===== src/rtl/crm_pkg.sv =====
// Package with register map, field layout and reset values of the CAN reset-mode control block
package crm_pkg;

  // ==========================================================================
  // Register word indices on the plain register port
  localparam logic [4:0] CRM_ADR_MAIN_CTRL = 5'h00;
  localparam logic [4:0] CRM_ADR_STATE_WORD = 5'h01;
  localparam logic [4:0] CRM_ADR_ERR_IRQ = 5'h02;
  localparam logic [4:0] CRM_ADR_RX_ERR = 5'h03;
  localparam logic [4:0] CRM_ADR_TX_ERR = 5'h04;
  localparam logic [4:0] CRM_ADR_STAMP = 5'h05;
  localparam logic [4:0] CRM_ADR_SRCH_STAT = 5'h06;
  localparam logic [4:0] CRM_ADR_SRCH_MODE = 5'h07;
  localparam logic [4:0] CRM_ADR_RX_FIFO = 5'h08;
  localparam logic [4:0] CRM_ADR_TX_FIFO = 5'h09;
  localparam logic [4:0] CRM_ADR_TEST = 5'h0a;
  localparam logic [4:0] CRM_ADR_ERR_CODE = 5'h0b;
  localparam logic [4:0] CRM_ADR_MBX_BASE = 5'h10;

  // ==========================================================================
  // Operating-mode request encodings (main_control[1:0])
  localparam logic [1:0] CRM_MODE_OPERATE = 2'h0;
  localparam logic [1:0] CRM_MODE_GRACE = 2'h1;
  localparam logic [1:0] CRM_MODE_HALT = 2'h2;
  localparam logic [1:0] CRM_MODE_FORCED = 2'h3;
  localparam logic [1:0] CRM_MODE_RST_VAL = CRM_MODE_GRACE;

  // ==========================================================================
  // state_word bit positions
  localparam int CRM_SW_RESET_MODE = 0;
  localparam int CRM_SW_DRAINING = 1;
  localparam int CRM_SW_TX_BUSY = 2;
  localparam int CRM_SW_RX_DONE = 3;
  localparam int CRM_SW_TX_FIFO = 4;
  localparam int CRM_SW_SLEEP = 5;

  // err_code_store display-mode bit
  localparam int CRM_EC_DISP_MODE = 7;

  // ==========================================================================
  // Initial values loaded on reset-mode entry, and the error-counter saturation limit
  localparam logic [7:0] CRM_INIT_BYTE = 8'h00;
  localparam logic [15:0] CRM_INIT_STAMP = 16'h0000;
  localparam logic [1:0] CRM_INIT_SRCH_MODE = 2'h0;
  localparam logic [7:0] CRM_ERR_CNT_MAX = 8'hff;

  typedef enum logic [1:0] {
    CRM_ST_OPER,
    CRM_ST_DRAIN,
    CRM_ST_RESET
  } crm_state_t;

endpackage : crm_pkg


===== src/rtl/crm_byte_order.sv =====
// Byte-lane swapper that maps a 16-bit word between big- and little-endian order
`timescale 1ns/1ps
module crm_byte_order (
  input wire logic big_endian_i,
  input wire logic [15:0] data_i,
  output logic [15:0] data_o
);

  // ==========================================================================
  // Swap lanes only in big-endian systems; the core always works little-endian
  assign data_o = big_endian_i ? {data_i[7:0], data_i[15:8]} : data_i;

endmodule : crm_byte_order


===== src/rtl/crm_reset_ctrl.sv =====
// CAN controller reset-mode control with its register file and endian-aware register port
`timescale 1ns/1ps
module crm_reset_ctrl import crm_pkg::*; #(
  parameter int MBX_N = 8
) (
  input wire logic core_clk_i,
  input wire logic resetn_i,
  input wire logic [4:0] reg_addr_i,
  input wire logic [15:0] reg_wdata_i,
  input wire logic reg_we_i,
  input wire logic reg_re_i,
  output logic [15:0] reg_rdata_o,
  input wire logic bus_big_endian_i,
  input wire logic tx_busy_i,
  input wire logic rx_busy_i,
  input wire logic rx_done_i,
  input wire logic sleep_status_i,
  input wire logic tx_fifo_status_i,
  input wire logic [7:0] err_event_i,
  input wire logic rx_err_inc_i,
  input wire logic tx_err_inc_i,
  input wire logic stamp_tick_i,
  input wire logic [7:0] search_result_i,
  output logic in_reset_mode_o,
  output logic [1:0] op_mode_o
);

  // ==========================================================================
  // State and register storage
  crm_state_t state;
  crm_state_t next_state;
  logic [1:0] op_mode_request;
  logic [7:0] mailbox_ctrl [MBX_N];
  logic [7:0] err_irq_flags;
  logic [7:0] rx_err_count;
  logic [7:0] tx_err_count;
  logic [15:0] stamp_value;
  logic [7:0] mbx_search_status;
  logic [1:0] mbx_search_mode;
  logic [7:0] rx_fifo_ctrl;
  logic [7:0] tx_fifo_ctrl;
  logic [7:0] test_ctrl;
  logic [6:0] err_code_low;
  logic err_display_mode;
  logic rx_done_flag;

  // Saturating up-count used by both error counters
  function automatic logic [7:0] sat_inc(input logic [7:0] v);
    sat_inc = (v == CRM_ERR_CNT_MAX) ? v : v + 8'h01;
  endfunction : sat_inc

  // ==========================================================================
  // Register port decode; write data are brought to core order first
  wire [15:0] wdata_le;
  wire [15:0] rd_le;
  wire [15:0] rd_sw;
  wire in_reset = (state == CRM_ST_RESET);
  wire wr_main = reg_we_i && (reg_addr_i == CRM_ADR_MAIN_CTRL);
  wire wr_state = reg_we_i && (reg_addr_i == CRM_ADR_STATE_WORD);
  wire wr_irq = reg_we_i && (reg_addr_i == CRM_ADR_ERR_IRQ);
  wire wr_smode = reg_we_i && (reg_addr_i == CRM_ADR_SRCH_MODE);
  wire wr_rxf = reg_we_i && (reg_addr_i == CRM_ADR_RX_FIFO);
  wire wr_txf = reg_we_i && (reg_addr_i == CRM_ADR_TX_FIFO);
  wire wr_test = reg_we_i && (reg_addr_i == CRM_ADR_TEST);
  wire wr_ecode = reg_we_i && (reg_addr_i == CRM_ADR_ERR_CODE);
  wire mbx_hit = (reg_addr_i >= CRM_ADR_MBX_BASE) && (32'(reg_addr_i - CRM_ADR_MBX_BASE) < MBX_N);
  wire [4:0] mbx_idx = reg_addr_i - CRM_ADR_MBX_BASE;

  crm_byte_order u_wr_order (
    .big_endian_i(bus_big_endian_i),
    .data_i(reg_wdata_i),
    .data_o(wdata_le)
  );

  // ==========================================================================
  // Mode sequencer: graceful entry waits for transmission only
  always_comb begin
    next_state = state;
    case (state)
      CRM_ST_OPER: begin
        if (op_mode_request == CRM_MODE_FORCED) begin
          next_state = CRM_ST_RESET;
        end else if (op_mode_request == CRM_MODE_GRACE) begin
          next_state = tx_busy_i ? CRM_ST_DRAIN : CRM_ST_RESET;
        end
      end
      CRM_ST_DRAIN: begin
        if (op_mode_request == CRM_MODE_FORCED) begin
          next_state = CRM_ST_RESET;
        end else if (op_mode_request != CRM_MODE_GRACE) begin
          next_state = CRM_ST_OPER;
        end else if (!tx_busy_i) begin
          next_state = CRM_ST_RESET;
        end
      end
      CRM_ST_RESET: begin
        if (!op_mode_request[0]) begin
          next_state = CRM_ST_OPER;
        end
      end
      default: next_state = CRM_ST_RESET;
    endcase
  end

  // Sequencer state and software mode request; the block leaves reset in reset mode
  always_ff @(posedge core_clk_i) begin
    if (!resetn_i) begin
      state <= CRM_ST_RESET;
      op_mode_request <= CRM_MODE_RST_VAL;
    end else begin
      state <= next_state;
      if (wr_main) begin
        op_mode_request <= wdata_le[1:0];
      end
    end
  end

  // ==========================================================================
  // Mailbox controls: cleared each cycle in reset mode, so entry and hold are one path
  always_ff @(posedge core_clk_i) begin
    for (int j = 0; j < MBX_N; j++) begin
      if (!resetn_i || in_reset) begin
        mailbox_ctrl[j] <= CRM_INIT_BYTE;
      end else if (reg_we_i && mbx_hit && (mbx_idx == 5'(j))) begin
        mailbox_ctrl[j] <= wdata_le[7:0];
      end
    end
  end

  // Error flags: hardware set wins over a software clear (write 0 clears a bit)
  always_ff @(posedge core_clk_i) begin
    if (!resetn_i || in_reset) begin
      err_irq_flags <= CRM_INIT_BYTE;
    end else begin
      err_irq_flags <= (wr_irq ? (err_irq_flags & wdata_le[7:0]) : err_irq_flags) | err_event_i;
    end
  end

  // Error counters and time stamp stop while reset mode holds them
  always_ff @(posedge core_clk_i) begin
    if (!resetn_i || in_reset) begin
      rx_err_count <= CRM_INIT_BYTE;
      tx_err_count <= CRM_INIT_BYTE;
      stamp_value <= CRM_INIT_STAMP;
    end else begin
      if (rx_err_inc_i) begin
        rx_err_count <= sat_inc(rx_err_count);
      end
      if (tx_err_inc_i) begin
        tx_err_count <= sat_inc(tx_err_count);
      end
      if (stamp_tick_i) begin
        stamp_value <= stamp_value + 16'h0001;
      end
    end
  end

  // Search, FIFO and test controls; software writes are ignored in reset mode
  always_ff @(posedge core_clk_i) begin
    if (!resetn_i || in_reset) begin
      mbx_search_status <= CRM_INIT_BYTE;
      mbx_search_mode <= CRM_INIT_SRCH_MODE;
      rx_fifo_ctrl <= CRM_INIT_BYTE;
      tx_fifo_ctrl <= CRM_INIT_BYTE;
      test_ctrl <= CRM_INIT_BYTE;
    end else begin
      mbx_search_status <= search_result_i;
      if (wr_smode) begin
        mbx_search_mode <= wdata_le[1:0];
      end
      if (wr_rxf) begin
        rx_fifo_ctrl <= wdata_le[7:0];
      end
      if (wr_txf) begin
        tx_fifo_ctrl <= wdata_le[7:0];
      end
      if (wr_test) begin
        test_ctrl <= wdata_le[7:0];
      end
    end
  end

  // Error code store: the display-mode bit survives reset mode
  always_ff @(posedge core_clk_i) begin
    if (!resetn_i) begin
      err_code_low <= 7'h00;
      err_display_mode <= 1'b0;
    end else begin
      if (in_reset) begin
        err_code_low <= 7'h00;
      end else if (wr_ecode) begin
        err_code_low <= wdata_le[6:0];
      end
      if (wr_ecode) begin
        err_display_mode <= wdata_le[CRM_EC_DISP_MODE];
      end
    end
  end

  // Sticky receive flag in the state word; set wins over a write-0 clear
  always_ff @(posedge core_clk_i) begin
    if (!resetn_i || in_reset) begin
      rx_done_flag <= 1'b0;
    end else begin
      rx_done_flag <= rx_done_i | (rx_done_flag & !(wr_state && !wdata_le[CRM_SW_RX_DONE]));
    end
  end

  // ==========================================================================
  // State word: sleep and FIFO flags are wired live, never initialised
  wire [15:0] state_word;
  assign state_word[CRM_SW_RESET_MODE] = in_reset;
  assign state_word[CRM_SW_DRAINING] = (state == CRM_ST_DRAIN);
  assign state_word[CRM_SW_TX_BUSY] = tx_busy_i & !in_reset;
  assign state_word[CRM_SW_RX_DONE] = rx_done_flag;
  assign state_word[CRM_SW_TX_FIFO] = tx_fifo_status_i;
  assign state_word[CRM_SW_SLEEP] = sleep_status_i;
  assign state_word[15:6] = 10'h000;

  // Read selection in core order; unmapped words read as zero
  wire [15:0] rd_mbx = mbx_hit ? {8'h00, mailbox_ctrl[mbx_idx[$clog2(MBX_N)-1:0]]} : 16'h0000;
  assign rd_le =
    (reg_addr_i == CRM_ADR_MAIN_CTRL) ? {14'h0000, op_mode_request} :
    (reg_addr_i == CRM_ADR_STATE_WORD) ? state_word :
    (reg_addr_i == CRM_ADR_ERR_IRQ) ? {8'h00, err_irq_flags} :
    (reg_addr_i == CRM_ADR_RX_ERR) ? {8'h00, rx_err_count} :
    (reg_addr_i == CRM_ADR_TX_ERR) ? {8'h00, tx_err_count} :
    (reg_addr_i == CRM_ADR_STAMP) ? stamp_value :
    (reg_addr_i == CRM_ADR_SRCH_STAT) ? {8'h00, mbx_search_status} :
    (reg_addr_i == CRM_ADR_SRCH_MODE) ? {14'h0000, mbx_search_mode} :
    (reg_addr_i == CRM_ADR_RX_FIFO) ? {8'h00, rx_fifo_ctrl} :
    (reg_addr_i == CRM_ADR_TX_FIFO) ? {8'h00, tx_fifo_ctrl} :
    (reg_addr_i == CRM_ADR_TEST) ? {8'h00, test_ctrl} :
    (reg_addr_i == CRM_ADR_ERR_CODE) ? {8'h00, err_display_mode, err_code_low} :
    rd_mbx;

  crm_byte_order u_rd_order (
    .big_endian_i(bus_big_endian_i),
    .data_i(rd_le),
    .data_o(rd_sw)
  );

  // Read data stand only in the cycle after the strobe
  always_ff @(posedge core_clk_i) begin
    if (!resetn_i) begin
      reg_rdata_o <= 16'h0000;
    end else begin
      reg_rdata_o <= reg_re_i ? rd_sw : 16'h0000;
    end
  end

  assign in_reset_mode_o = in_reset;
  assign op_mode_o = op_mode_request;

  // ==========================================================================
  // Checks on the mode sequencer, the held registers and the register read port
  chk_forced_entry: assert property (@(posedge core_clk_i) disable iff (!resetn_i)
    (op_mode_request == CRM_MODE_FORCED) |=> (state == CRM_ST_RESET))
    else $error("forced request did not reach reset mode in one cycle");

  chk_grace_waits: assert property (@(posedge core_clk_i) disable iff (!resetn_i)
    (state != CRM_ST_RESET && op_mode_request == CRM_MODE_GRACE && tx_busy_i) |=> (state != CRM_ST_RESET))
    else $error("graceful entry did not wait for transmission");

  chk_grace_ignores_rx: assert property (@(posedge core_clk_i) disable iff (!resetn_i)
    (op_mode_request == CRM_MODE_GRACE && !tx_busy_i && rx_busy_i) |=> in_reset_mode_o)
    else $error("graceful entry waited on reception");

  chk_regs_held: assert property (@(posedge core_clk_i) disable iff (!resetn_i)
    in_reset |=> (!in_reset || (tx_err_count == 8'h00 && rx_err_count == 8'h00 && stamp_value == 16'h0000
      && err_irq_flags == 8'h00 && test_ctrl == 8'h00 && err_code_low == 7'h00)))
    else $error("initialised register moved in reset mode");

  chk_disp_mode_kept: assert property (@(posedge core_clk_i) disable iff (!resetn_i)
    (in_reset && !wr_ecode) |=> (err_display_mode == $past(err_display_mode)))
    else $error("display-mode bit lost in reset mode");

  chk_live_flags: assert property (@(posedge core_clk_i) disable iff (!resetn_i)
    (reg_re_i && reg_addr_i == CRM_ADR_STATE_WORD && !bus_big_endian_i)
      |=> (reg_rdata_o[CRM_SW_SLEEP] == $past(sleep_status_i) && reg_rdata_o[CRM_SW_TX_FIFO] == $past(tx_fifo_status_i)))
    else $error("live status flags not shown");

  chk_big_endian_read: assert property (@(posedge core_clk_i) disable iff (!resetn_i)
    (reg_re_i && bus_big_endian_i) |=> (reg_rdata_o == {$past(rd_le[7:0]), $past(rd_le[15:8])}))
    else $error("big-endian read not byte swapped");

  chk_reset_flag_rise: assert property (@(posedge core_clk_i) disable iff (!resetn_i)
    $rose(in_reset_mode_o) |-> $past(op_mode_request[0]))
    else $error("reset mode reached without a request");

  chk_flag_set_wins: assert property (@(posedge core_clk_i) disable iff (!resetn_i)
    (!in_reset && err_event_i[0] && next_state != CRM_ST_RESET) |=> err_irq_flags[0])
    else $error("error event lost against a clear");

  cov_graceful_drain: cover property (@(posedge core_clk_i) disable iff (!resetn_i)
    (state == CRM_ST_DRAIN) ##1 (state == CRM_ST_RESET));
  cov_forced_from_drain: cover property (@(posedge core_clk_i) disable iff (!resetn_i)
    (state == CRM_ST_DRAIN && op_mode_request == CRM_MODE_FORCED));
  cov_leave_reset: cover property (@(posedge core_clk_i) disable iff (!resetn_i)
    $fell(in_reset_mode_o));

endmodule : crm_reset_ctrl


===== config.mk =====
export PLATFORM = sky130hd
export DESIGN_NAME = crm_reset_ctrl
export DESIGN_NICKNAME = d
export VERILOG_FILES = /design/src/rtl/crm_pkg.sv /design/src/rtl/crm_byte_order.sv /design/src/rtl/crm_reset_ctrl.sv
export SDC_FILE = /design/constraint.sdc
export NUM_CORES = 1
export LEC_CHECK = 0
export BUFFER_PORTS_ARGS = -buffer_cell sky130_fd_sc_hd__buf_4
export CAP_MARGIN = 15
export CORE_MARGIN = 3
export CORE_UTILIZATION = 25
export CTS_CLUSTER_DIAMETER = 50
export DETAILED_ROUTE_END_ITERATION = 12
export PLACE_DENSITY = 0.44
export RECOVER_POWER = 25
export SKIP_LAST_GASP = 1
export SYNTH_ARGS = -nofsm -noshare
export SYNTH_HDL_FRONTEND = slang
export SYNTH_SLANG_ARGS = --single-unit

===== constraint.sdc =====
create_clock -name core_clk_i -period 1.9 [get_ports core_clk_i]
set_input_delay 0.19 -clock core_clk_i [delete_from_list [all_inputs] [get_ports core_clk_i]]
set_output_delay 0.19 -clock core_clk_i [all_outputs]
set_load 0.03 [all_outputs]

# Word level (Yosys, flattened, before mapping)
# Memories as Yosys holds them, arrays and structs flattened.
# Cells that the tools add are included.
word_totals:
  mem_count: 1
  mem_bits_rw: 64
  input_bits: 50
  output_inout_bits: 19
  register_bits: 103
mem_list:
  columns: ["memory", "words", "word_bits", "read_ports", "rd_clocked_by_memory_dff", "write_ports", "line", "text"]
  rows:
  - ["mailbox_ctrl", 8, 8, 1, 0, 8, "crm_reset_ctrl.sv:33", "logic [7:0] mailbox_ctrl [MBX_N];"]
op_classes:
  eq_ne: 28
  addsub: 5
  reduce_logical: 32
  bitwise: 16
  magnitude_cmp: 2
  mux: 58
ops:
  columns: ["operator", "n"]
  rows:
  - ["two-way mux 8 bit", 17]
  - ["two-way mux 16 bit", 7]
  - ["== test 5 x 3 -> 1 bit (second input constant)", 8]
  - ["less-than comparator 32 x 4 -> 1 bit (second input constant)", 1]
  - ["two-way mux 1 bit", 26]
  - ["== test 5 x 2 -> 1 bit (second input constant)", 4]
  - ["== test 5 x 4 -> 1 bit (second input constant)", 4]
  - ["logical AND 1 bit", 19]
  - ["adder 16 x 1 -> 16 bit (second input constant)", 1]
  - ["adder 8 x 1 -> 8 bit (second input constant)", 2]
  - ["== test 8 bit (second input constant)", 2]
  - ["two-way mux 2 bit", 7]
  - ["== test 5 x 1 -> 1 bit (second input constant)", 2]
  - ["logical NOT 5 bit", 2]
  - ["OR 1 bit", 9]
  - ["bitwise AND 8 bit", 1]
  - ["OR 8 bit", 1]
  - ["one-hot mux 2 bit (3 select lines)", 1]
  - ["AND reduction 2 bit", 3]
  - ["subtractor 5 x 5 -> 6 bit (second input constant)", 1]
  - ["greater-or-equal comparator 5 bit (second input constant)", 1]
  - ["subtractor 5 bit (second input constant)", 1]
  - ["== test 2 x 1 -> 1 bit (second input constant)", 2]
  - ["== test 2 bit (second input constant)", 2]
  - ["11 further kinds", 17]

# Depth between registers and ports, before layout
# Gate-level depths: netlist (run 1).
depth:
  depth_word: 17
  mapped_depth: 9

# Hierarchy
# A second synthesis (run 1) with hierarchy kept.
hier_totals:
  hier_cells: 828
  hier_area_um2: 8413.1
by_module_without_submodules:
  columns: ["mod", "area_each_um2", "n_inst", "cells_each", "seq_area_each_um2"]
  rows:
  - ["crm_reset_ctrl", 7915.1, 1, 792, 3983.8]
  - ["crm_byte_order", 249.0, 2, 18, 0.0]

# Worst setup path after synthesis (run 1)
# OpenSTA, ideal clock, no wires.
synth_timing:
  kind: "in2reg"
  startpoint: "input reg_addr_i[0]"
  endpoint: "memory mailbox_ctrl[4][0] (enable)"
  path_buffers: 4
  path_slack_ns: -0.068
  stages: 5
  required_ns: 1.513
  arrival_ns: 1.582
  setup_ns: 0.387
  cell_sequence: "buf_2 -> buf_4 -> buf_4 -> buf_2 -> o31ai_1"
synth_rtl:
  columns: ["element", "line", "text"]
  rows:
  - ["start, declared", "crm_reset_ctrl.sv:8", "input wire logic [4:0] reg_addr_i,"]
  - ["end, declared", "crm_reset_ctrl.sv:33", null]

# Worst setup path in the final report (run 1)
layout_timing:
  startpoint: "memory mailbox_ctrl[1][1]"
  endpoint: "register reg_rdata_o[1]"
layout_via:
  elab_chain_len: 15
layout_lines:
  columns: ["element", "line", "text"]
  rows:
  - ["memory (8 x 8 bit)", null, null]
  - ["two-way mux 8 bit", "crm_reset_ctrl.sv:221", "wire [15:0] rd_mbx = mbx_hit ? {8'h00, mailbox_ctrl[mbx_idx[$clog2(MBX_N)-1:0]]} : 16'h0000;"]
  - ["two-way mux 8 bit", "crm_reset_ctrl.sv:234", "(reg_addr_i == CRM_ADR_ERR_CODE) ? {8'h00, err_display_mode, err_code_low} :"]
  - ["two-way mux 8 bit", "crm_reset_ctrl.sv:233", "(reg_addr_i == CRM_ADR_TEST) ? {8'h00, test_ctrl} :"]
  - ["two-way mux 8 bit", "crm_reset_ctrl.sv:232", "(reg_addr_i == CRM_ADR_TX_FIFO) ? {8'h00, tx_fifo_ctrl} :"]
  - ["two-way mux 8 bit", "crm_reset_ctrl.sv:231", "(reg_addr_i == CRM_ADR_RX_FIFO) ? {8'h00, rx_fifo_ctrl} :"]
  - ["two-way mux 8 bit", "crm_reset_ctrl.sv:230", "(reg_addr_i == CRM_ADR_SRCH_MODE) ? {14'h0000, mbx_search_mode} :"]
  - ["two-way mux 8 bit", "crm_reset_ctrl.sv:229", "(reg_addr_i == CRM_ADR_SRCH_STAT) ? {8'h00, mbx_search_status} :"]
  - ["two-way mux 16 bit", "crm_reset_ctrl.sv:228", "(reg_addr_i == CRM_ADR_STAMP) ? stamp_value :"]
  - ["two-way mux 16 bit", "crm_reset_ctrl.sv:227", "(reg_addr_i == CRM_ADR_TX_ERR) ? {8'h00, tx_err_count} :"]
  - ["two-way mux 16 bit", "crm_reset_ctrl.sv:226", "(reg_addr_i == CRM_ADR_RX_ERR) ? {8'h00, rx_err_count} :"]
  - ["two-way mux 16 bit", "crm_reset_ctrl.sv:225", "(reg_addr_i == CRM_ADR_ERR_IRQ) ? {8'h00, err_irq_flags} :"]
  - ["two-way mux 16 bit", "crm_reset_ctrl.sv:224", "(reg_addr_i == CRM_ADR_STATE_WORD) ? state_word :"]
  - ["two-way mux 16 bit", "crm_reset_ctrl.sv:223", "(reg_addr_i == CRM_ADR_MAIN_CTRL) ? {14'h0000, op_mode_request} :"]
  - ["two-way mux 16 bit", "crm_byte_order.sv:11", "assign data_o = big_endian_i ? {data_i[7:0], data_i[15:8]} : data_i;"]
  - ["end signal, assigned", "crm_reset_ctrl.sv:248", "reg_rdata_o <= reg_re_i ? rd_sw : 16'h0000;"]
  - ["end, declared", "crm_reset_ctrl.sv:12", "output logic [15:0] reg_rdata_o,"]
# Every way passes these cells.
# A chain may end at the register's enable or synchronous reset.

==> results of run 1 <==
==> cell type report <==
class | instances | share of cell area (%)
sequential | 167 | 37.8
multi-input combinational | 587 | 34.2
timing repair buffer | 230 | 17.2
tap | 396 | 4.70
clock buffer | 18 | 4.07
clock inverter | 14 | 1.51
inverter | 16 | 0.569
==> layer usage <==
layer	vias to the layer above	GRT usage [%]	share of wire (%)
li1	3390	-	-
met1	3320	24.1	50
met3	33	2.87	4.2
met4	0	4.75	1.9
met5	-	0	0
met2	175	25.8	44
==> critical path: stages, from the launching register on <==
cell and delay [ps]:
edfxtp_1 370, mux2_4 260, a222oi_1 350, nor2_1 130, or4_4 520, a21oi_4 200, o21ai_0 90
==> how the worst min path moves through the flow <==
stage | endpoint | slack [ps] | cells past startpoint
6_report | stamp_value[0]$_SDFFE_PP0P_ | 30 | 3
5_1_grt | reg_rdata_o[12]$_SDFF_PN0_ | 30 | 3
4_1_cts | stamp_value[0]$_SDFFE_PP0P_ | 10 | 3
3_5_place_dp | err_irq_flags[3]$_SDFF_PP0_ | 400 | 3
3_3_place_gp | err_irq_flags[1]$_SDFF_PP0_ | 400 | 3
2_1_floorplan | err_irq_flags[0]$_SDFF_PP0_ | 310 | 2
==> sequential cells by signal, summed over array words and instances, names as in the netlist <==
signal and cells:
state 2, stamp_value 16, rx_err_count 8, test_ctrl 8, err_code_low 7, tx_fifo_ctrl 8
reg_rdata_o 16, mailbox_ctrl 64, mbx_search_status 8, err_display_mode 1, tx_err_count 8, rx_fifo_ctrl 8
op_mode_o 2, err_irq_flags 8, rx_done_flag 1, mbx_search_mode 2
==> power groups by stage <==
stage	logic, W	clock network, W	registers, W
3_3_place_gp	0.000801	0	0.00380
2_1_floorplan	0.000330	0	0.00381
3_5_place_dp	0.000800	0	0.00380
5_1_grt	0.000890	0.00376	0.00371
4_1_cts	0.000838	0.00361	0.00371
6_report	0.000827	0.00354	0.00371
==> per-stage QoR <==
step                setup slack, ps  power [W]  utilization, %  hold slack [ps]
floorplan                     -68.1    0.00414               -              307
global placement               -386    0.00460            32.0              397
detailed placement             -444    0.00460            32.0              402
CTS                            -152    0.00816            34.6             13.3
global route                   -279    0.00837            34.2             32.9
finish                         -142    0.00809            34.2             25.4
==> cell families (layout without fill, tap and decap cells) <==
| family | count (synthesis) | after routing | synth area share [%] |
|---|---|---|---|
| buffers and inverters | 68 | 278 | 3.99 |
| DFF | 167 | 167 | 50.6 |
| xor gates and xnor gates | 24 | 24 | 2.67 |
| muxes | 37 | 37 | 6.18 |
| AOI/OAI and AO/OA | 195 | 195 | 16.1 |
| and+or+nand+nor | 328 | 328 | 20.0 |
| adders and majority gates | 3 | 3 | 0.477 |
==> layout by cell type, fill, tap and decap left out, types with 12 or more instances in the layout <==
cell type,instances
nand2_1,54
nand3_1,15
edfxtp_1,64
xor2_1,17
clkbuf_16,17
o21ai_0,48
dlygate4sd3_1,17
nand4_1,18
a211oi_1,32
nand2b_1,12
inv_1,14
dfxtp_1,103
mux2i_1,19
buf_4,176
clkbuf_1,24
and3_1,22
nor2_1,156
a21oi_1,44
==> timing repair <==
item,CTS,global route
hold endpoints to repair,17,0
endpoints found under the setup margin,5,4
resized for setup,8,1
hold buffers,17,0
pin swaps,4,2
==> summary.md, run 1 <==
| Metric | Value |
|---|---|
| Outcome | finished with violations |
| Failing checks | negative setup slack |
| Initial detailed-routing violation count | 499 |
| Worst Tran Pin Value | 860 ps |
| Pint | 0.00596 W |
| Drt drc | 0 |
| Share of cells above drive strength 1 | 24.9% |
| Initial Utilization | 25.5% |
| Crit. End Element | flop |
| Initial antenna violation count | 0 |
| Synth warn | 0 |
| Die area | 0.0336 sq mm |
| Reg power frac | 45.9% |
| Clock Sinks | 167 |
| Post-route clock period utilization | 107% |
| R2R setup slack | -140 ps |
| Io pins | 69 |
| PwrDens | 767 mW/mm^2 |
| WS Path Type | flop to flop |
| Port bufs | 67 |
| Post-synth top flop | dfxtp_1 |
| Overall Global Routing Usage | 16.7% |
| Core area | 0.0308 sq mm |
| Critical path data arrival time | 2350 ps |
| Crit-path max FO | 2 |
| Worst-Skew Late Latency | 440 ps |
| R2r endpoint | reg_rdata_o[1]$_SDFF_PN0_ |
| CP required | 2210 ps |
| Area contributors post-synth | dfxtp_1 26%, edfxtp_1 24%, nor2_1 7.4% |
| Final Hold Fails | 0 |
| Vias in the first global route | 6915 |
| Gr ovfl total | 0 |
| RSZ-0062 raised after global routing | yes |
| Largest net degree at the start of global routing | 41 |
| Sw Ratio | 26.3% |
| Synth-to-layout area growth | 34.0% |
| Antenna cell count | 0 |
| Num rows | 64 |
| Reg clk slew, reported paths | 70 ps |
| Avg Inst Size Synth | 9.57 sq um |
| Synth Cell Area | 0.00787 sq mm |
| Placed Cells | 1379 |
| Gate power share | 10.2% |
| Sequential fraction of the synthesis area | 50.6% |
| #FFs+latches synth | 167 |
| Top-count cell post-synth | nor2_1 |
| Placement Cell Area | 0.00988 sq mm |
| TritonCTS clock tree | built |
| VDD IR max | 0.604 mV |
| Worst Hold Launch | stamp_tick_i |
| EDFF count, synth | 64 |
| Post-CTS Repair Setup Buffers | 0 |
| Initial DRT Pass Iterations | 5 |
| Sequential cell area | 0.00398 sq mm |
| Critical Path Source | mailbox_ctrl[1][1]$_SDFFCE_PN0P_ |
| Post-Route WL | 27.6 mm |
| Vias/cell | 4.84 |
| DR vias | 6918 |
| Fill cells | 3183 |
| Multi-input logic area | 0.00361 sq mm |
| Library cells used by synthesis | 74 |
| Synth async-reset ratio | 0% |
| DP Wirelength | 20.6 mm |
| Switching pwr | 0.00213 W |
| Crit Reg-Reg Startpoint | mailbox_ctrl[1][1]$_SDFFCE_PN0P_ |
| Top cell type's share of synthesized area | 26.2% |
| Commonest cells post-synth | 155 x nor2_1, 103 x dfxtp_1, 64 x edfxtp_1 |
| Rel. slew slack | 42.7% |
| Die width | 183 microns |
| Routability-driven placement congestion ratio | 0.867 |
| Syn_nets | 875 |
| H-tree Lvls | 4 |
| Routed len/inst | 19.3 microns |
| Clock network power share | 43.8% |
| CP endpoint | reg_rdata_o[1]$_SDFF_PN0_ |
| Die Y | 183 microns |
| Minimum clock period | 2040 ps |
| Root buffer cell | clkbuf_16 |
| Final instance area | 0.0105 sq mm |
| Final std cells w/o fill | 1428 |
| Cells after Synth | 822 |
| Achievable Freq | 0.490 GHz |
| Post-synth top area cell | dfxtp_1 |
| TNS Setup | -263 ps |
| First-pass GRT wire length | 42.4 mm |
| Max cap viols | 0 |
| Worst Skew | 13.2 ps |
| Reg2reg path depth | 6 |
| Layout net count | 1072 |
| Startpoint types | flop |
| Longest Clk Path Bufs | 2 |
| Leakage | 4.07 nW |
| Antenna viol nets, final | 0 |
| TritonCTS Buffers | 17 |
| Setup Viol. Count Final | 2 |
| Worst path setup slack after routing | -142 ps |
| Final Max Slew Viols | 0 |
| Hold Path Class | primary input to flop |
Power figures use the tool's default switching activity.
==> inputs of run 2 (changes only) <==
--- a/config.mk
+++ b/config.mk
@@ -5,6 +5,7 @@
 export SDC_FILE = /design/constraint.sdc
 export NUM_CORES = 1
 export LEC_CHECK = 0
+export ABC_AREA = 1
 export BUFFER_PORTS_ARGS = -buffer_cell sky130_fd_sc_hd__buf_4
 export CAP_MARGIN = 15
 export CORE_MARGIN = 3
@@ -12,7 +13,7 @@
 export CTS_CLUSTER_DIAMETER = 50
 export DETAILED_ROUTE_END_ITERATION = 12
 export PLACE_DENSITY = 0.44
-export RECOVER_POWER = 25
+export RECOVER_POWER = 50
 export SKIP_LAST_GASP = 1
 export SYNTH_ARGS = -nofsm -noshare
 export SYNTH_HDL_FRONTEND = slang
==> run 2 against run 1 <==
  * The run now ends clean
  * Cell count up 7.8%
  * Worst hold slack worse by 4.7 ps
  * Die area down 0.54%
  * Global-route usage down 2.1 points
  * Combinational power down 21%
  * Largest power group unchanged
  * Highest routed layer unchanged
==> summary.md, run 2 <==
| Metric | Value |
|---|---|
| H-tree Lvls | 4 (unchanged) |
| Max cap viols | 0 (unchanged) |
| Final Max Slew Viols | 0 (unchanged) |
| Die width | 183 microns (-0.27%) |
| CP max-delay cell | clkbuf_1 |
| Sw Ratio | 25.6% (-0.69 points) |
| TritonCTS clock tree | built |
| Layout net count | 1184 (+10%) |
| Post-synth top area cell | dfxtp_1 |
| M3 GR Usage | 2.50% (-0.37 points) |
| Routability-driven placement congestion ratio | 0.796 (-8.2%) |
| Antenna viol nets, final | 0 (unchanged) |
| Syn_nets | 1046 (+20%) |
| Largest net degree at the start of global routing | 50 (+22%) |
| Top-count cell post-synth | nand2_1 |
| Crit path buf inv count | 2 (+2) |
| Top Registers | mailbox_ctrl x64, reg_rdata_o x16, stamp_value x16 |
| CP required | 2260 ps (+50 ps) |
| Num rows | 64 (unchanged) |
| #FFs+latches synth | 167 (unchanged) |
| Clock Sinks | 167 (unchanged) |
| Synth async-reset ratio | 0% (unchanged) |
| Die area | 0.0335 sq mm (-0.54%) |
| Crit. End Element | flop |
| RSZ-0062 raised after global routing | yes |
| Worst Hold Launch | err_event_i[4] |
| TNS Setup | 0 ps (+263 ps) |
| Reg2reg path depth | 10 (+4) |
| Leading cell types in the layout, fill and taps excluded | 211 x nand2_1, 120 x nor2_1, 108 x buf_4, 105 x a21oi_1, 102 x dfxtp_1 |
| Root buffer cell | clkbuf_16 |
| Crit Reg-Reg Startpoint | mailbox_ctrl[4][5]$_SDFFCE_PN0P_ |
| Final Hold Fails | 0 (unchanged) |
| Crit-path max FO | 8 (+6) |
| Commonest cells post-synth | 213 x nand2_1, 123 x nor2_1, 105 x a21oi_1 |
| Post-route clock period utilization | 91.2% (-16 points) |
| Most common cell after layout, fill and taps aside | nand2_1 |
| Critical path data arrival time | 2090 ps (-260 ps) |
| Antenna cell count | 0 (unchanged) |
| Sequential fraction of the synthesis area | 50.9% (+0.28 points) |
| R2r endpoint | reg_rdata_o[13]$_SDFF_PN0_ |
| Post-synth top flop | dfxtp_1 |
| Gr ovfl total | 0 (unchanged) |
| Reg power frac | 47.3% (+1.4 points) |
| CP cell instances | buf_4 -> nor2_4 -> clkbuf_1 -> a22oi_1 -> nand3_1 -> nand3_1 -> nand4_1 -> nand2_1 -> nand3_1 -> nand2_1 -> nand3b_1 -> nand2_1 -> a21oi_1 |
| Clock network power share | 44.5% (+0.7 points) |
| Initial Utilization | 25.5% (-0.076 points) |
| TritonCTS Buffers | 17 (unchanged) |
| First-pass GRT wire length | 37.7 mm (-11%) |
| Startpoint types | primary input |
| Reg clk slew, reported paths | 70 ps (about the same) |
| Placement Cell Area | 0.00929 sq mm (-5.9%) |
| Vias/cell | 4.49 (-7.3%) |
| DP Wirelength | 18.3 mm (-12%) |
| PwrDens | 798 mW/mm^2 (+4.1%) |
| Setup WS pre-CTS | -81.5 ps (+363 ps) |
| Initial DRT Pass Iterations | 5 (unchanged) |
| Worst path setup slack after routing | 168 ps (+310 ps) |
| Hold Path Class | primary input to flop |
| Share of cells above drive strength 1 | 19.0% (-5.9 points) |
| Worst Tran Pin Value | 502 ps (-358 ps) |
| Pint | 0.00588 W (-1.2%) |
| Gate power share | 8.2% (-2.0 points) |
| Rel. slew slack | 66.3% (+24 points) |
| Design Power | 0.00791 W (-2.1%) |
| Synth Cell Area | 0.00783 sq mm (-0.56%) |
| R2R setup slack | 190 ps (+330 ps) |
| Top cell type's share of synthesized area | 26.3% (+0.15 points) |
| Port bufs | 67 (unchanged) |
| Vias in the first global route | 6700 (-3.1%) |
| Switching pwr | 0.00203 W (-4.7%) |
| Worst Hold End | err_irq_flags[4]$_SDFF_PP0_ |
| Max reg flops | 64 (unchanged) |
| Cell depth of the worst hold path | 3 (unchanged) |
| Avg Inst Size Synth | 7.88 sq um (-18%) |
| Worst-Skew Late Latency | 440 ps (about the same) |
| Initial detailed-routing violation count | 466 (-6.6%) |
| Die Y | 183 microns (-0.27%) |
| Worst Skew | 13.2 ps (+0.0254 ps) |
| Outcome | completed |
| Post-Route WL | 24.3 mm (-12%) |
| Io pins | 69 (unchanged) |
| Met2 Usage GRT | 22.2% (-3.5 points) |
| Biggest register | mailbox_ctrl |
| EDFF count, synth | 64 (unchanged) |
| Critical Path Max Stage Delay | 390 ps (-130 ps) |
| Cells after Synth | 993 (+21%) |
| Initial antenna violation count | 0 (unchanged) |
| DR vias | 6918 (unchanged) |
| M1 GR Usage | 21.4% (-2.7 points) |
| Synth-to-layout area growth | 26.7% |
| GR peak layer | met2 |
| Routed len/inst | 15.8 microns (-18%) |
| Final instance area | 0.00992 sq mm (-6.0%) |
| Overall Global Routing Usage | 14.6% (-2.1 points) |
| Library cells used by synthesis | 37 (-50%) |
| Drt drc | 0 (unchanged) |
| Achievable Freq | 0.577 GHz (+18%) |
| Final core utilization | 32.3% (-2.0 points) |
| Leakage | 3.88 nW (-4.6%) |
| VDD IR max | 0.609 mV (+0.81%) |
| CP delay by family, top | simple AND/OR/NAND/NOR gates |
| Setup Viol. Count Final | 0 (-2) |
| Longest Clk Path Bufs | 2 (unchanged) |
| Core area | 0.0307 sq mm (-0.26%) |
| Minimum clock period | 1730 ps (-310 ps) |
| Area contributors post-synth | dfxtp_1 26%, edfxtp_1 25%, nand2_1 10% |
| Synth warn | 0 (unchanged) |
| WS Path Type | primary input to flop |
==> run 2: changes by cell type after synthesis, sizes merged, moves of 11 or more <==
| cell | previous run | this run |
|---|---|---|
| nand2 | 55 | 214 |
| xor2 | 17 | 0 |
| nor2 | 157 | 140 |
| clkbuf | 28 | 16 |
| mux2i | 19 | 0 |
| and3 | 22 | 0 |
| o21ai | 50 | 68 |
| nand2b | 12 | 0 |
| a211oi | 32 | 1 |
| or2 | 1 | 12 |
| inv | 14 | 115 |
| nand3 | 15 | 72 |
| a21oi | 47 | 105 |
==> run 2: cell families (layout without fill, tap and decap cells) <==
logic type	Yosys count	in the layout	synth area share (%)
AOI/OAI and AO/OA	190	190	12.8
adders and majority gates	3	3	0.480
buffers and inverters	155	306	8.19
DFF	167	167	50.9
and+or+nand+nor	478	478	27.6
==> run 2: repair_timing <==
action                     CTS  global route
hold endpoints to repair    11             0
setup endpoints to repair    0            12
setup buffers                0             0
resized for setup            0             9
hold buffers                11             0
==> run 2: final cells by class <==
type | count | area [sq um]
sequential | 167 | 3990
inverter | 119 | 447
tap | 396 | 495
fill | 3350 | 20800
clock inverter | 14 | 158
clock buffer | 18 | 429
multi-input combinational | 671 | 3240
timing repair buffer | 155 | 1160
==> run 2: through the flow <==
step,hold slack (ps),cells
floorplan,274,993
global placement,406,1497
detailed placement,412,1497
CTS,8.35,1540
global route,17.2,1540
finish,20.7,1540
==> run 2: worst reg2reg max path: stages, from the launching register on <==
cell and delay, ps:
edfxtp_1 360, a21oi_1 160, nand4_1 160, nand3_1 240, nand4_1 130, nand2_1 90, nand3_1 70, nand2_1 70
nand3b_1 150, nand2_1 120, a21oi_1 70
==> run 2: power groups by stage <==
stage | Combinational [W] | Clock [W] | Sequential [W]
floorplan | 0.000293 | 0 | 0.00385
global placement | 0.000650 | 0 | 0.00382
detailed placement | 0.000651 | 0 | 0.00382
CTS | 0.000671 | 0.00359 | 0.00374
global route | 0.000715 | 0.00376 | 0.00375
finish | 0.000652 | 0.00352 | 0.00374
==> run 2: worst max-delay path by stage <==
stage	from	to	slack (ps)	depth (start not counted)
after CTS	stamp_value[5]$_SDFFE_PP0P_	stamp_value[12]$_SDFFE_PP0P_	110	9
after global placement	reg_addr_i[0]	reg_rdata_o[1]$_SDFF_PN0_	-80	17
after detailed placement	reg_addr_i[0]	reg_rdata_o[1]$_SDFF_PN0_	-80	17
final	reg_addr_i[1]	reg_rdata_o[13]$_SDFF_PN0_	170	13
after global routing	resetn_i	mailbox_ctrl[4][4]$_SDFFCE_PN0P_	-4	7
after floorplan	state[1]$_SDFFE_PN1P_	mailbox_ctrl[1][0]$_SDFFCE_PN0P_	30	6
==> run 2: layer usage <==
metal	vias up	wire (microns)
met5	-	0
met4	0	355
met3	20	855
met2	130	10700
met1	3216	12300
li1	3552	-
==> inputs of run 3 (changes only) <==
--- a/config.mk
+++ b/config.mk
@@ -8,10 +8,12 @@
 export ABC_AREA = 1
 export BUFFER_PORTS_ARGS = -buffer_cell sky130_fd_sc_hd__buf_4
 export CAP_MARGIN = 15
+export CORE_ASPECT_RATIO = 0.75
 export CORE_MARGIN = 3
 export CORE_UTILIZATION = 25
 export CTS_CLUSTER_DIAMETER = 50
 export DETAILED_ROUTE_END_ITERATION = 12
+export GPL_ROUTABILITY_DRIVEN = 0
 export PLACE_DENSITY = 0.44
 export RECOVER_POWER = 50
 export SKIP_LAST_GASP = 1
==> run 3 against run 2 <==
  * Critical endpoint is now reg_rdata_o[6]$_SDFF_PN0_
  * Non-clock buffer count up 3
  * First-iteration DRC count up 36%
  * Clock power is 1% lower
  * Highest routed layer unchanged
==> summary.md, run 3 (synthesized netlist as in run 2, its figures left out) <==
| Metric | Value |
|---|---|
| Top Registers | mailbox_ctrl x64, reg_rdata_o x16, stamp_value x16 |
| Sequential cell area | 0.00399 sq mm (about the same) |
| Cell depth of the worst hold path | 3 (unchanged) |
| Reg clk slew, reported paths | 70 ps (about the same) |
| Longest Clk Path Bufs | 2 (unchanged) |
| Initial antenna violation count | 0 (unchanged) |
| Die area | 0.0335 sq mm (about the same) |
| First-pass GRT wire length | 39.0 mm (+3.5%) |
| PwrDens | 796 mW/mm^2 (-0.17%) |
| WS Path Type | flop to flop |
| Critical path data arrival time | 2120 ps (+30 ps) |
| Share of cells above drive strength 1 | 18.9% (-0.050 points) |
| Antenna cell count | 0 (unchanged) |
| Initial Utilization | 25.7% (+0.22 points) |
| Final instance area | 0.00990 sq mm (-0.19%) |
| Rel. slew slack | 53.2% (-13 points) |
| Post-route clock period utilization | 94.9% (+3.7 points) |
| Vias/cell | 4.60 (+2.3%) |
| CP cell instances | a22oi_2 -> nand4_1 -> nand3_1 -> nand4_1 -> nand2_1 -> nand3_1 -> nand2_1 -> nand2_1 -> nand2_1 -> a21oi_1 |
| Port bufs | 67 (unchanged) |
| Placed Cells | 1503 (+0.40%) |
| Root buffer cell | clkbuf_16 |
| Crit Reg-Reg Startpoint | mailbox_ctrl[0][6]$_SDFFCE_PN0P_ |
| CP required | 2220 ps (-40 ps) |
| Vias in the first global route | 6464 (-3.5%) |
| Core area | 0.0305 sq mm (-0.86%) |
| Final std cells w/o fill | 1546 (+0.39%) |
| Synth-to-layout area growth | 26.5% |
| Die Y | 159 microns (-13%) |
| Most used cell, CP | nand2_1 |
| Io pins | 69 (unchanged) |
| TritonCTS clock tree | built |
| R2R setup slack | 100 ps (-90 ps) |
| Max cap viols | 0 (unchanged) |
| Worst Hold Launch | err_event_i[5] |
| Crit-path max FO | 2 (-6) |
| Num rows | 55 (-14%) |
| H-tree Lvls | 4 (unchanged) |
| Most common cell after layout, fill and taps aside | nand2_1 |
| Initial detailed-routing violation count | 634 (+36%) |
| Outcome | completed |
| Antenna viol nets, final | 0 (unchanged) |
| Final core utilization | 32.5% (+0.22 points) |
| TNS Setup | 0 ps (unchanged) |
| Worst Tran Pin Value | 702 ps (+200 ps) |
| Achievable Freq | 0.555 GHz (-3.9%) |
| CP max-delay cell | edfxtp_1 |
| Leading cell types in the layout, fill and taps excluded | 213 x nand2_1, 121 x nor2_1, 112 x buf_4, 105 x a21oi_1, 101 x dfxtp_1 |
| Overall Global Routing Usage | 15.2% (+0.61 points) |
| DP Wirelength | 19.2 mm (+5.1%) |
| Setup Viol. Count Final | 0 (unchanged) |
| Post-CTS Repair Setup Buffers | 0 (unchanged) |
| Gr ovfl total | 0 (unchanged) |
| Minimum clock period | 1800 ps (+70.9 ps) |
| Routed len/inst | 16.6 microns (+5.0%) |
| TritonCTS Buffers | 17 (unchanged) |
| Largest net degree at the start of global routing | 53 (+6.0%) |
| Worst-Skew Late Latency | 440 ps (about the same) |
| Biggest register | mailbox_ctrl |
| Max reg flops | 64 (unchanged) |
| Startpoint types | flop |
| Final Hold Fails | 0 (unchanged) |
| RSZ-0062 raised after global routing | yes |
| DR vias | 7108 (+2.7%) |
| Die width | 210 microns (+15%) |
| Drt drc | 0 (unchanged) |
| Critical Path Max Stage Delay | 380 ps (about the same) |
| Hold Path Class | primary input to flop |
| Worst Skew | 12.4 ps (-0.800 ps) |
| Initial DRT Pass Iterations | 5 (unchanged) |
| VDD IR max | 0.474 mV (-22%) |
| Clock Sinks | 167 (unchanged) |
| Worst Hold End | err_irq_flags[5]$_SDFF_PP0_ |
| Placement Cell Area | 0.00930 sq mm (+0.15%) |
| Reg2reg path depth | 10 (unchanged) |
| Post-Route WL | 25.6 mm (+5.4%) |
| Layout net count | 1187 (+0.25%) |
| Final Max Slew Viols | 0 (unchanged) |
| R2r endpoint | reg_rdata_o[6]$_SDFF_PN0_ |
| Leakage | 3.86 nW (-0.73%) |
| Fill cells | 3275 (-2.2%) |
| Crit. End Element | flop |
| Multi-input logic area | 0.00324 sq mm (about the same) |
## run 3: cell count changes in the layout (fill, tap and decap cells not counted), sizes merged
cell / previous run / this run
inv: 120 / 124
clkinv: 10 / 9
clkinvlp: 1 / 0
buf: 114 / 116
clkbuf: 48 / 49
bufinv: 2 / 0
## run 3: final cells by class
type                       instances  share of cell area, %
multi-input combinational        671                   32.7
timing repair buffer             158                   11.5
tap                              399                   5.04
inverter                         119                   4.51
clock inverter                    14                   1.52
sequential                       167                   40.3
clock buffer                      18                   4.44
## run 3: report_power, final
group	switching [W]	internal, W	leakage, nW
Sequential	0.0000150	0.00373	1.62
Clock	0.00168	0.00180	0.293
Combinational	0.000423	0.000242	1.95
## run 3: worst max-delay path: cells and delay by family (launching register included)
| family | cells | cell delay, ps |
|---|---|---|
| and+or+nand+nor | 8 | 970 |
| DFF | 1 | 380 |
| AOI/OAI and AO/OA | 2 | 330 |
## run 3: per-layer routing
metal	global-route usage (%)	vias up	part of all wire (%)
li1	-	3564	-
met4	3.49	0	0.89
met2	19.6	176	38
met5	0	-	0
met3	2.74	18	5.6
met1	25.2	3350	55
## run 3: how the worst max path moves through the flow
stage          slack (ps)                                to                        startpoint
2_1_floorplan          30  mailbox_ctrl[1][0]$_SDFFCE_PN0P_             state[1]$_SDFFE_PN1P_
3_3_place_gp         -130        reg_rdata_o[11]$_SDFF_PN0_                     reg_addr_i[0]
3_5_place_dp         -140         reg_rdata_o[3]$_SDFF_PN0_                     reg_addr_i[0]
4_1_cts                60         reg_rdata_o[7]$_SDFF_PN0_  mailbox_ctrl[0][7]$_SDFFCE_PN0P_
5_1_grt               -10      tx_err_count[5]$_SDFFE_PP0P_      tx_err_count[1]$_SDFFE_PP0P_
6_report              100         reg_rdata_o[6]$_SDFF_PN0_  mailbox_ctrl[0][6]$_SDFFCE_PN0P_
## run 3: stage by stage
stage / worst slack, ps / hold WS (ps) / power (W)
floorplan: 33.9 / 274 / 0.00414
global route: -13.5 / 27.4 / 0.00816
finish: 96.8 / 21.4 / 0.00789
global placement: -135 / 405 / 0.00449
detailed placement: -139 / 411 / 0.00449
CTS: 56.9 / 10.0 / 0.00799
## run 3: what timing repair did
action | CTS | global route
hold endpoints to repair | 11 | 0
resized for setup | 0 | 10
hold buffers | 11 | 0
endpoints found under the setup margin | 0 | 12
